===== src/design/sbs_pkg.sv =====
package sbs_pkg;

	// ----------------------------------------------------------------
	// Scan chain geometry
	// ----------------------------------------------------------------
	localparam int         BSR_LEN      = 109;
	localparam int         OE_CELL      = 108;
	localparam int         IR_W         = 3;
	localparam int         ID_W         = 32;
	localparam int         RESET_EDGES  = 5;

	// ----------------------------------------------------------------
	// Instruction codes and fixed patterns
	// ----------------------------------------------------------------
	localparam logic [2:0] IR_EXTEST    = 3'h0;
	localparam logic [2:0] IR_IDCODE    = 3'h1;
	localparam logic [2:0] IR_SAMPLE_Z  = 3'h2;
	localparam logic [2:0] IR_SAMPLE    = 3'h4;
	localparam logic [2:0] IR_BYPASS    = 3'h7;
	localparam logic [2:0] IR_CAPTURE   = 3'h1;
	// Arbitrary neutral identity value
	localparam logic [31:0] ID_CODE_DEF = 32'h0A5A_5001;

	// ----------------------------------------------------------------
	// Controller states
	// ----------------------------------------------------------------
	typedef enum logic [15:0] {
		ST_TLR    = 16'h0001,
		ST_RTI    = 16'h0002,
		ST_SEL_DR = 16'h0004,
		ST_CAP_DR = 16'h0008,
		ST_SH_DR  = 16'h0010,
		ST_EX1_DR = 16'h0020,
		ST_PA_DR  = 16'h0040,
		ST_EX2_DR = 16'h0080,
		ST_UP_DR  = 16'h0100,
		ST_SEL_IR = 16'h0200,
		ST_CAP_IR = 16'h0400,
		ST_SH_IR  = 16'h0800,
		ST_EX1_IR = 16'h1000,
		ST_PA_IR  = 16'h2000,
		ST_EX2_IR = 16'h4000,
		ST_UP_IR  = 16'h8000
	} sbs_state_e;

endpackage : sbs_pkg


===== src/design/sbs_sync.sv =====
`timescale 1ns/1ps
module sbs_sync #(
	parameter int W = 1
) (
	// Clock and reset
	input  wire logic         clk_in,
	input  wire logic         rst_in,
	// Asynchronous inputs
	input  wire logic [W-1:0] async_in,
	// Synchronised levels and edge pulses
	output logic      [W-1:0] level_out,
	output logic      [W-1:0] rise_out,
	output logic      [W-1:0] fall_out
);

	typedef struct packed {
		logic [W-1:0] s1;
		logic [W-1:0] s2;
		logic [W-1:0] s3;
	} sbs_sync_s;

	sbs_sync_s r;
	sbs_sync_s next_r;

	always_comb begin
		next_r    = r;
		next_r.s1 = async_in;
		next_r.s2 = r.s1;
		next_r.s3 = r.s2;
	end

	always_ff @(posedge clk_in) begin
		if (rst_in) begin
			r <= '0;
		end else begin
			r <= next_r;
		end
	end

	// Edges seen between second and third stage only
	assign level_out = r.s2;
	assign rise_out  = r.s2 & ~r.s3;
	assign fall_out  = ~r.s2 & r.s3;

endmodule : sbs_sync


===== src/design/sbs_tap.sv =====
// Behaviour
// - Undriven mode select or data in reads as high.
// - Power-up puts test logic in reset without touching memory.
// - Inputs taken at test clock rise, serial output launched at its fall; ring_out loads at a rise.
// - Controller steps on mode select sampled each rising test clock.
// - Current instruction selects the register between data in and out.
// - Scan registers shift from top bit down; output from bit zero.
// - Serial output drives only in shift states, else floats.
// - Five rises with mode select high reach reset from anywhere.
// - Test port reset never touches memory, allowed any time.
// - Power-up reset leaves serial output floating.
// - Only one scan register sits in the serial path at once.
// - Instruction register is three bits, loaded serially in shift.
// - Identification instruction loaded at power-up and in reset state.
// - Instruction capture loads pattern 01 into the two low bits.
// - Bypass register is one bit, a single-stage path.
// - Bypass bit cleared when bypass instruction takes effect.
// - Boundary chain has a cell per pin plus reserved cells.
// - Data capture loads pin ring into boundary chain, then shifts.
// - Ring capture under external test, sample and sample-floated.
// - New instruction takes effect only through instruction update or the reset state.
// - Sample-floated holds read data outputs floating until replaced.
// - Cell 108 gates read data output enable under external test.
// - Identification register holds fixed 32-bit code captured in DR.
`timescale 1ns/1ps
module sbs_tap #(
	parameter int          BSR_LEN = sbs_pkg::BSR_LEN,
	parameter logic [31:0] ID_CODE = sbs_pkg::ID_CODE_DEF
) (
	// Clock and reset
	input  wire logic               core_clk_in,
	input  wire logic               rst_in,
	// Test pins
	input  wire logic               tck_in,
	input  wire logic               tms_in,
	input  wire logic               tms_driven_in,
	input  wire logic               tdi_in,
	input  wire logic               tdi_driven_in,
	output logic                    tdo_out,
	output logic                    tdo_oe_out,
	// Pin ring
	input  wire logic [BSR_LEN-1:0] ring_in,
	output logic      [BSR_LEN-1:0] ring_out,
	output logic                    extest_out,
	// Read data output enable
	input  wire logic               mem_q_oe_in,
	output logic                    q_oe_out
);

	// ----------------------------------------------------------------
	// State
	// ----------------------------------------------------------------
	typedef struct packed {
		logic [sbs_pkg::IR_W-1:0] ir_sh;
		logic [sbs_pkg::IR_W-1:0] ir;
		logic                     byp;
		logic [sbs_pkg::ID_W-1:0] id_sh;
		logic [BSR_LEN-1:0]       bsr;
		logic [BSR_LEN-1:0]       pre;
		logic                     tdo;
		logic                     tdo_oe;
		logic                     q_oe;
		logic                     extest;
	} sbs_tap_s;

	sbs_tap_s r;
	sbs_tap_s next_r;

	logic [2:0]          pin_lvl;
	logic [2:0]          pin_rise;
	logic [2:0]          pin_fall;
	logic [BSR_LEN-1:0]  ring_s;
	sbs_pkg::sbs_state_e st;
	logic                tck_rise;
	logic                tck_fall;
	logic                tms_s;
	logic                tdi_s;
	logic                tms_pin;
	logic                tdi_pin;

	// ----------------------------------------------------------------
	// Register selection
	// ----------------------------------------------------------------
	function automatic logic uses_bsr(input logic [2:0] ir);
		uses_bsr = (ir == sbs_pkg::IR_EXTEST) || (ir == sbs_pkg::IR_SAMPLE)
			|| (ir == sbs_pkg::IR_SAMPLE_Z);
	endfunction : uses_bsr

	function automatic logic uses_id(input logic [2:0] ir);
		uses_id = (ir == sbs_pkg::IR_IDCODE);
	endfunction : uses_id

	// ----------------------------------------------------------------
	// Pin conditioning and sampling
	// ----------------------------------------------------------------
	assign tms_pin = tms_driven_in ? tms_in : 1'b1;
	assign tdi_pin = tdi_driven_in ? tdi_in : 1'b1;

	sbs_sync #(
		.W (3)
	) u_pin_sync (
		.clk_in    (core_clk_in),
		.rst_in    (rst_in),
		.async_in  ({tck_in, tms_pin, tdi_pin}),
		.level_out (pin_lvl),
		.rise_out  (pin_rise),
		.fall_out  (pin_fall)
	);

	sbs_sync #(
		.W (BSR_LEN)
	) u_ring_sync (
		.clk_in    (core_clk_in),
		.rst_in    (rst_in),
		.async_in  (ring_in),
		.level_out (ring_s),
		.rise_out  (),
		.fall_out  ()
	);

	assign tck_rise = pin_rise[2];
	assign tck_fall = pin_fall[2];
	assign tms_s    = pin_lvl[1];
	assign tdi_s    = pin_lvl[0];

	sbs_tap_fsm u_fsm (
		.clk_in    (core_clk_in),
		.rst_in    (rst_in),
		.step_in   (tck_rise),
		.tms_in    (tms_s),
		.state_out (st)
	);

	// ----------------------------------------------------------------
	// Next state
	// ----------------------------------------------------------------
	always_comb begin
		next_r = r;
		if (tck_rise) begin
			case (st)
				sbs_pkg::ST_CAP_DR: begin
					if (uses_id(r.ir)) begin
						next_r.id_sh = ID_CODE;
					end else if (uses_bsr(r.ir)) begin
						next_r.bsr = ring_s;
					end else begin
						next_r.byp = 1'b0;
					end
				end
				sbs_pkg::ST_SH_DR: begin
					// One register moves per shift
					if (uses_id(r.ir)) begin
						next_r.id_sh = {tdi_s, r.id_sh[sbs_pkg::ID_W-1:1]};
					end else if (uses_bsr(r.ir)) begin
						next_r.bsr = {tdi_s, r.bsr[BSR_LEN-1:1]};
					end else begin
						next_r.byp = tdi_s;
					end
				end
				sbs_pkg::ST_UP_DR: begin
					if (uses_bsr(r.ir)) begin
						next_r.pre = r.bsr;
					end
				end
				sbs_pkg::ST_CAP_IR: begin
					next_r.ir_sh = sbs_pkg::IR_CAPTURE;
				end
				sbs_pkg::ST_SH_IR: begin
					next_r.ir_sh = {tdi_s, r.ir_sh[sbs_pkg::IR_W-1:1]};
				end
				sbs_pkg::ST_UP_IR: begin
					next_r.ir = r.ir_sh;
					if (r.ir_sh == sbs_pkg::IR_BYPASS) begin
						next_r.byp = 1'b0;
					end
				end
				default: begin
					next_r.ir = r.ir;
				end
			endcase
		end
		// Reset state forces the instruction as soon as it is entered
		if (st == sbs_pkg::ST_TLR) begin
			next_r.ir                    = sbs_pkg::IR_IDCODE;
			next_r.pre[sbs_pkg::OE_CELL] = 1'b0;
		end
		if (tck_fall) begin
			next_r.tdo_oe = (st == sbs_pkg::ST_SH_DR)
				|| (st == sbs_pkg::ST_SH_IR);
			if (st == sbs_pkg::ST_SH_IR) begin
				next_r.tdo = r.ir_sh[0];
			end else if (uses_id(r.ir)) begin
				next_r.tdo = r.id_sh[0];
			end else if (uses_bsr(r.ir)) begin
				next_r.tdo = r.bsr[0];
			end else begin
				next_r.tdo = r.byp;
			end
		end
		// Memory path passes through unless a test instruction owns it
		if (r.ir == sbs_pkg::IR_SAMPLE_Z) begin
			next_r.q_oe = 1'b0;
		end else if (r.ir == sbs_pkg::IR_EXTEST) begin
			next_r.q_oe = r.pre[sbs_pkg::OE_CELL];
		end else begin
			next_r.q_oe = mem_q_oe_in;
		end
		next_r.extest = (r.ir == sbs_pkg::IR_EXTEST);
	end

	always_ff @(posedge core_clk_in) begin
		if (rst_in) begin
			r        <= '0;
			r.ir     <= sbs_pkg::IR_IDCODE;
			r.tdo_oe <= 1'b0;
		end else begin
			r <= next_r;
		end
	end

	assign tdo_out    = r.tdo;
	assign tdo_oe_out = r.tdo_oe;
	assign ring_out   = r.pre;
	assign extest_out = r.extest;
	assign q_oe_out   = r.q_oe;

	// ----------------------------------------------------------------
	// Checks
	// ----------------------------------------------------------------
	logic [2:0] tms_hi_cnt;

	always_ff @(posedge core_clk_in) begin
		if (rst_in) begin
			tms_hi_cnt <= 3'h0;
		end else if (tck_rise) begin
			if (!tms_s) begin
				tms_hi_cnt <= 3'h0;
			end else if (tms_hi_cnt != 3'h7) begin
				tms_hi_cnt <= tms_hi_cnt + 3'h1;
			end
		end
	end
endmodule : sbs_tap


===== src/design/sbs_tap_fsm.sv =====
`timescale 1ns/1ps
module sbs_tap_fsm (
	// Clock and reset
	input  wire logic        clk_in,
	input  wire logic        rst_in,
	// Test clock rise and mode select
	input  wire logic        step_in,
	input  wire logic        tms_in,
	// Current state
	output sbs_pkg::sbs_state_e state_out
);

	typedef struct packed {
		sbs_pkg::sbs_state_e st;
	} sbs_fsm_s;

	sbs_fsm_s r;
	sbs_fsm_s next_r;

	always_comb begin
		next_r = r;
		if (step_in) begin
			case (r.st)
				sbs_pkg::ST_TLR:    next_r.st = tms_in ? sbs_pkg::ST_TLR
					: sbs_pkg::ST_RTI;
				sbs_pkg::ST_RTI:    next_r.st = tms_in ? sbs_pkg::ST_SEL_DR
					: sbs_pkg::ST_RTI;
				sbs_pkg::ST_SEL_DR: next_r.st = tms_in ? sbs_pkg::ST_SEL_IR
					: sbs_pkg::ST_CAP_DR;
				sbs_pkg::ST_CAP_DR: next_r.st = tms_in ? sbs_pkg::ST_EX1_DR
					: sbs_pkg::ST_SH_DR;
				sbs_pkg::ST_SH_DR:  next_r.st = tms_in ? sbs_pkg::ST_EX1_DR
					: sbs_pkg::ST_SH_DR;
				sbs_pkg::ST_EX1_DR: next_r.st = tms_in ? sbs_pkg::ST_UP_DR
					: sbs_pkg::ST_PA_DR;
				sbs_pkg::ST_PA_DR:  next_r.st = tms_in ? sbs_pkg::ST_EX2_DR
					: sbs_pkg::ST_PA_DR;
				sbs_pkg::ST_EX2_DR: next_r.st = tms_in ? sbs_pkg::ST_UP_DR
					: sbs_pkg::ST_SH_DR;
				sbs_pkg::ST_UP_DR:  next_r.st = tms_in ? sbs_pkg::ST_SEL_DR
					: sbs_pkg::ST_RTI;
				sbs_pkg::ST_SEL_IR: next_r.st = tms_in ? sbs_pkg::ST_TLR
					: sbs_pkg::ST_CAP_IR;
				sbs_pkg::ST_CAP_IR: next_r.st = tms_in ? sbs_pkg::ST_EX1_IR
					: sbs_pkg::ST_SH_IR;
				sbs_pkg::ST_SH_IR:  next_r.st = tms_in ? sbs_pkg::ST_EX1_IR
					: sbs_pkg::ST_SH_IR;
				sbs_pkg::ST_EX1_IR: next_r.st = tms_in ? sbs_pkg::ST_UP_IR
					: sbs_pkg::ST_PA_IR;
				sbs_pkg::ST_PA_IR:  next_r.st = tms_in ? sbs_pkg::ST_EX2_IR
					: sbs_pkg::ST_PA_IR;
				sbs_pkg::ST_EX2_IR: next_r.st = tms_in ? sbs_pkg::ST_UP_IR
					: sbs_pkg::ST_SH_IR;
				sbs_pkg::ST_UP_IR:  next_r.st = tms_in ? sbs_pkg::ST_SEL_DR
					: sbs_pkg::ST_RTI;
				default:            next_r.st = sbs_pkg::ST_TLR;
			endcase
		end
	end

	always_ff @(posedge clk_in) begin
		if (rst_in) begin
			r.st <= sbs_pkg::ST_TLR;
		end else begin
			r <= next_r;
		end
	end

	assign state_out = r.st;

endmodule : sbs_tap_fsm


===== config.mk =====
export PLATFORM = sky130hd
export DESIGN_NAME = sbs_tap
export DESIGN_NICKNAME = d
export VERILOG_FILES = /design/src/design/sbs_pkg.sv /design/src/design/sbs_sync.sv /design/src/design/sbs_tap.sv /design/src/design/sbs_tap_fsm.sv
export SDC_FILE = /design/constraint.sdc
export NUM_CORES = 1
export LEC_CHECK = 0
export ABC_AREA = 1
export ABC_CLOCK_PERIOD_IN_PS = 3550
export BUFFER_PORTS_ARGS = -buffer_cell sky130_fd_sc_hd__buf_2
export CAP_MARGIN = 20
export CORE_ASPECT_RATIO = 1.75
export CORE_MARGIN = 4
export CORE_UTILIZATION = 40
export CTS_BUF_LIST = sky130_fd_sc_hd__clkbuf_4 sky130_fd_sc_hd__clkbuf_8
export DETAILED_ROUTE_END_ITERATION = 12
export HOLD_SLACK_MARGIN = 0.1
export MAX_ROUTING_LAYER = met4
export PLACE_DENSITY = 0.7
export REMOVE_ABC_BUFFERS = 1
export SLEW_MARGIN = 20
export SYNTH_ARGS = -nofsm -noshare
export SYNTH_HDL_FRONTEND = slang
export SYNTH_SLANG_ARGS = --single-unit

===== constraint.sdc =====
create_clock -name core_clk_in -period 3.55 [get_ports core_clk_in]
set_input_delay 0.355 -clock core_clk_in [delete_from_list [all_inputs] [get_ports core_clk_in]]
set_output_delay 0.355 -clock core_clk_in [all_outputs]
set_load 0.02 [all_outputs]

==> summary.txt <==
worst setup path endpoint: ring_out[24]$_SDFFE_PP0P_
status: finished, final reports clean
final std cells w/o fill: 3104
Starting Density: 0.405
# DRC: 0
number of buffers and inverters on the critical path: 1
die area: 49500 µm²
layout cells sized above 1: 0.167
setup bufs post-CTS: 0
Initial DRC Count: 852
Yosys warnings: 0
post-synth top area share: 0.548
clock-pin slew on the worst setup and hold paths: 70 ps
Final Max Tran Viols: 0
Max Cap Viol: 0
Seq/Total Area, Yosys: 0.548
RSZ-0062 raised after global routing: no
Final ANT Viol Nets: 0
DIE HEIGHT: 291 µm
Vias/cell: 4.74
CP Launch Type: flip-flop
f_max: 0.354 GHz
Critical path origin: u_fsm.state_out[3]$_SDFFE_PP0P_
RR Startpoint: u_fsm.state_out[3]$_SDFFE_PP0P_
worst-margin pin slew: 866 ps
DR vias: 14700
Async SR Flop Fraction: 0
Die Width: 170 µm
number of cells on the critical path: 8
hold slack: 326 ps
H-tree depth: 3
Worst Path Arrival: 3370 ps
Final Setup Violations: 0
delay-heaviest family, CP: simple AND/OR/NAND/NOR gates
library cells used by synthesis: 31
vias in the first global route: 14500
Nets: 2591
gr usage total: 0.173
Worst VDD drop: 0.315 mV
Synth top cells by count: dfxtp_1 (502), inv_1 (367), nor2_1 (277)
initial antenna violation count: 1
Syn Inst Count: 2284
DP Wirelength: 25500 µm
Final Skew: 28.9 ps
post-detailed-routing wire length: 42700 µm
I/O Buffers: 229
Hold Path Class: primary input to flip-flop
Placer Congestion: 0.832
top-count cell post-synth: dfxtp_1
r2r worst-path depth: 8
Most common cell on crit path: nor2_1
core area: 45200 µm²
DP Cell Count: 2859
I/O pin cnt: 230
Pleak: 9.58 nW
R2R Setup Slk: 720 ps
Crit path required time: 4090 ps
Crit Path Max Fanout: 81
Mapped Area: 18300 µm²
Pre-antenna DRT Iters: 5
Slew HR: 0.423
ratio of final minimum period to clock period: 0.796
CTS tree: yes
# clock sinks: 502
Worst path max stage delay: 620 ps
Syn-to-layout area delta: 18.4%
Synth area leader: dfxtp_1
r2r endpoint: ring_out[24]$_SDFFE_PP0P_
minimum clock period: 2830 ps
final hold violations: 0
Root Driver: clkbuf_8
top cells by area, synth: dfxtp_1 (55%), inv_1 (7.5%), o21ai_0 (7.2%), a21oi_1 (6.4%), nor2_1 (5.7%)
critical path class: flip-flop to flip-flop
DR WL/cell: 13.7 µm
Final Util: 0.480
clk buf depth: 3
GRT overflow: 0
main flop type after synthesis: dfxtp_1
Worst Setup End Kind: flip-flop
Power Dens Cells: 514 nW/µm²
clk_lat worst skew: 610 ps
flops & latches, synth: 502
Avg Inst Size Synth: 8.03 µm²
CP Cell Sequence: nor2_1 > nand2_1 > nor2_1 > nand4_2 > nor2_4 > buf_4 > o21ai_0 > a21oi_1
largest net degree at the start of global routing: 170
Cell Rows: 103
first-pass GRT wire length: 69100 µm
Post-synth EDFFs: 0
CP max stage cell: buf_4
cts bufs inserted: 75
## sequential cells by signal (all words and copies together), names as in the netlist
name                   flops
tdo_out                    1
ring_out                 109
u_pin_sync.level_out       3
u_fsm.state_out           16
u_ring_sync.level_out    109
q_oe_out                   1
u_pin_sync.next_r          3
u_ring_sync.next_r       109
r                        148
extest_out                 1
tdo_oe_out                 1
u_pin_sync.r               1
## worst min-delay path by stage
stage                                             from                                   end  slack, ps  depth (start not counted)
floorplan              u_pin_sync.next_r[3]$_SDFF_PP0_    u_pin_sync.level_out[0]$_SDFF_PP0_        390                          2
global placement    u_ring_sync.next_r[114]$_SDFF_PP0_   u_ring_sync.level_out[5]$_SDFF_PP0_        390                          2
detailed placement  u_ring_sync.next_r[181]$_SDFF_PP0_  u_ring_sync.level_out[72]$_SDFF_PP0_        390                          2
CTS                                             rst_in  u_ring_sync.level_out[32]$_SDFF_PP0_        280                          2
global route                                    rst_in    u_ring_sync.next_r[140]$_SDFF_PP0_        340                          2
finish                                          rst_in  u_ring_sync.level_out[32]$_SDFF_PP0_        330                          2
## routing by layer
layer  wire, µm  track usage
met1      16600        0.181
met2      22000        0.305
met3       1930       0.0311
met4       2060       0.0957
met5          0            -
## where the power goes
group | leakage (nW) | internal (mW) | switching, mW
Combinational | 4.66 | 0.224 | 0.255
Sequential | 4.09 | 5.76 | 0.0335
Clock | 0.833 | 2.68 | 2.22
Total | 9.58 | 8.66 | 2.50
## placed cells by master, fill, tap and decap left out, types with 2 or more instances in the layout
cell type,instances
a21oi_1,235
a21oi_2,30
a31oi_1,2
buf_12,5
buf_2,228
buf_4,11
bufinv_16,2
clkbuf_4,18
clkbuf_8,92
clkinv_2,10
clkinvlp_4,3
dfxtp_1,502
dlygate4sd3_1,115
inv_1,366
inv_2,2
inv_6,3
inv_8,2
nand2_1,203
nand2_2,2
nand3_1,20
nand3b_1,2
nand4_1,27
nor2_1,277
nor2_2,2
nor2_4,4
nor3_1,6
o211ai_1,3
o21ai_0,263
o21ai_1,80
## repair_timing
action	CTS	global route
hold buffers	115	0
endpoints found under the hold margin	113	0
resized for setup	0	0
## final cells by class
class / instances / area, µm²
repair buffers: 360 / 2490
clock buffers: 109 / 1390
well taps: 577 / 722
fillers: 4172 / 23500
multi-input cells: 1166 / 5490
flip-flops and latches: 502 / 10000
inverters: 369 / 1390
clock inverters: 20 / 189
diodes: 1 / 2.50
## cell families (layout without fill, tap and decap cells)
kind of cell / after synthesis / in the layout / synth area share
buf+inv: 616 / 858 / 0.154
compound gates: 615 / 615 / 0.175
simple gates: 551 / 551 / 0.124
flops: 502 / 502 / 0.548
other cells: 0 / 1 / 0
## worst register-to-register path, cell delays in order, from the launching register on
cell and delay [ps]:
dfxtp_1 330, nor2_1 190, nand2_1 140, nor2_1 560, nand4_2 300, nor2_4 200
buf_4 620, o21ai_0 270, a21oi_1 140
## through the flow
step	instance area [µm²]	power, mW	setup WS, ps	setup TNS (ps)
floorplan	16900	6.11	-529	-57470
global placement	19000	6.28	983	0
detailed placement	19000	6.29	817	0
CTS	21700	11.3	788	0
global route	21700	11.7	442	0
finish	21700	11.2	724	0
(Power assumes the default switching activity.)
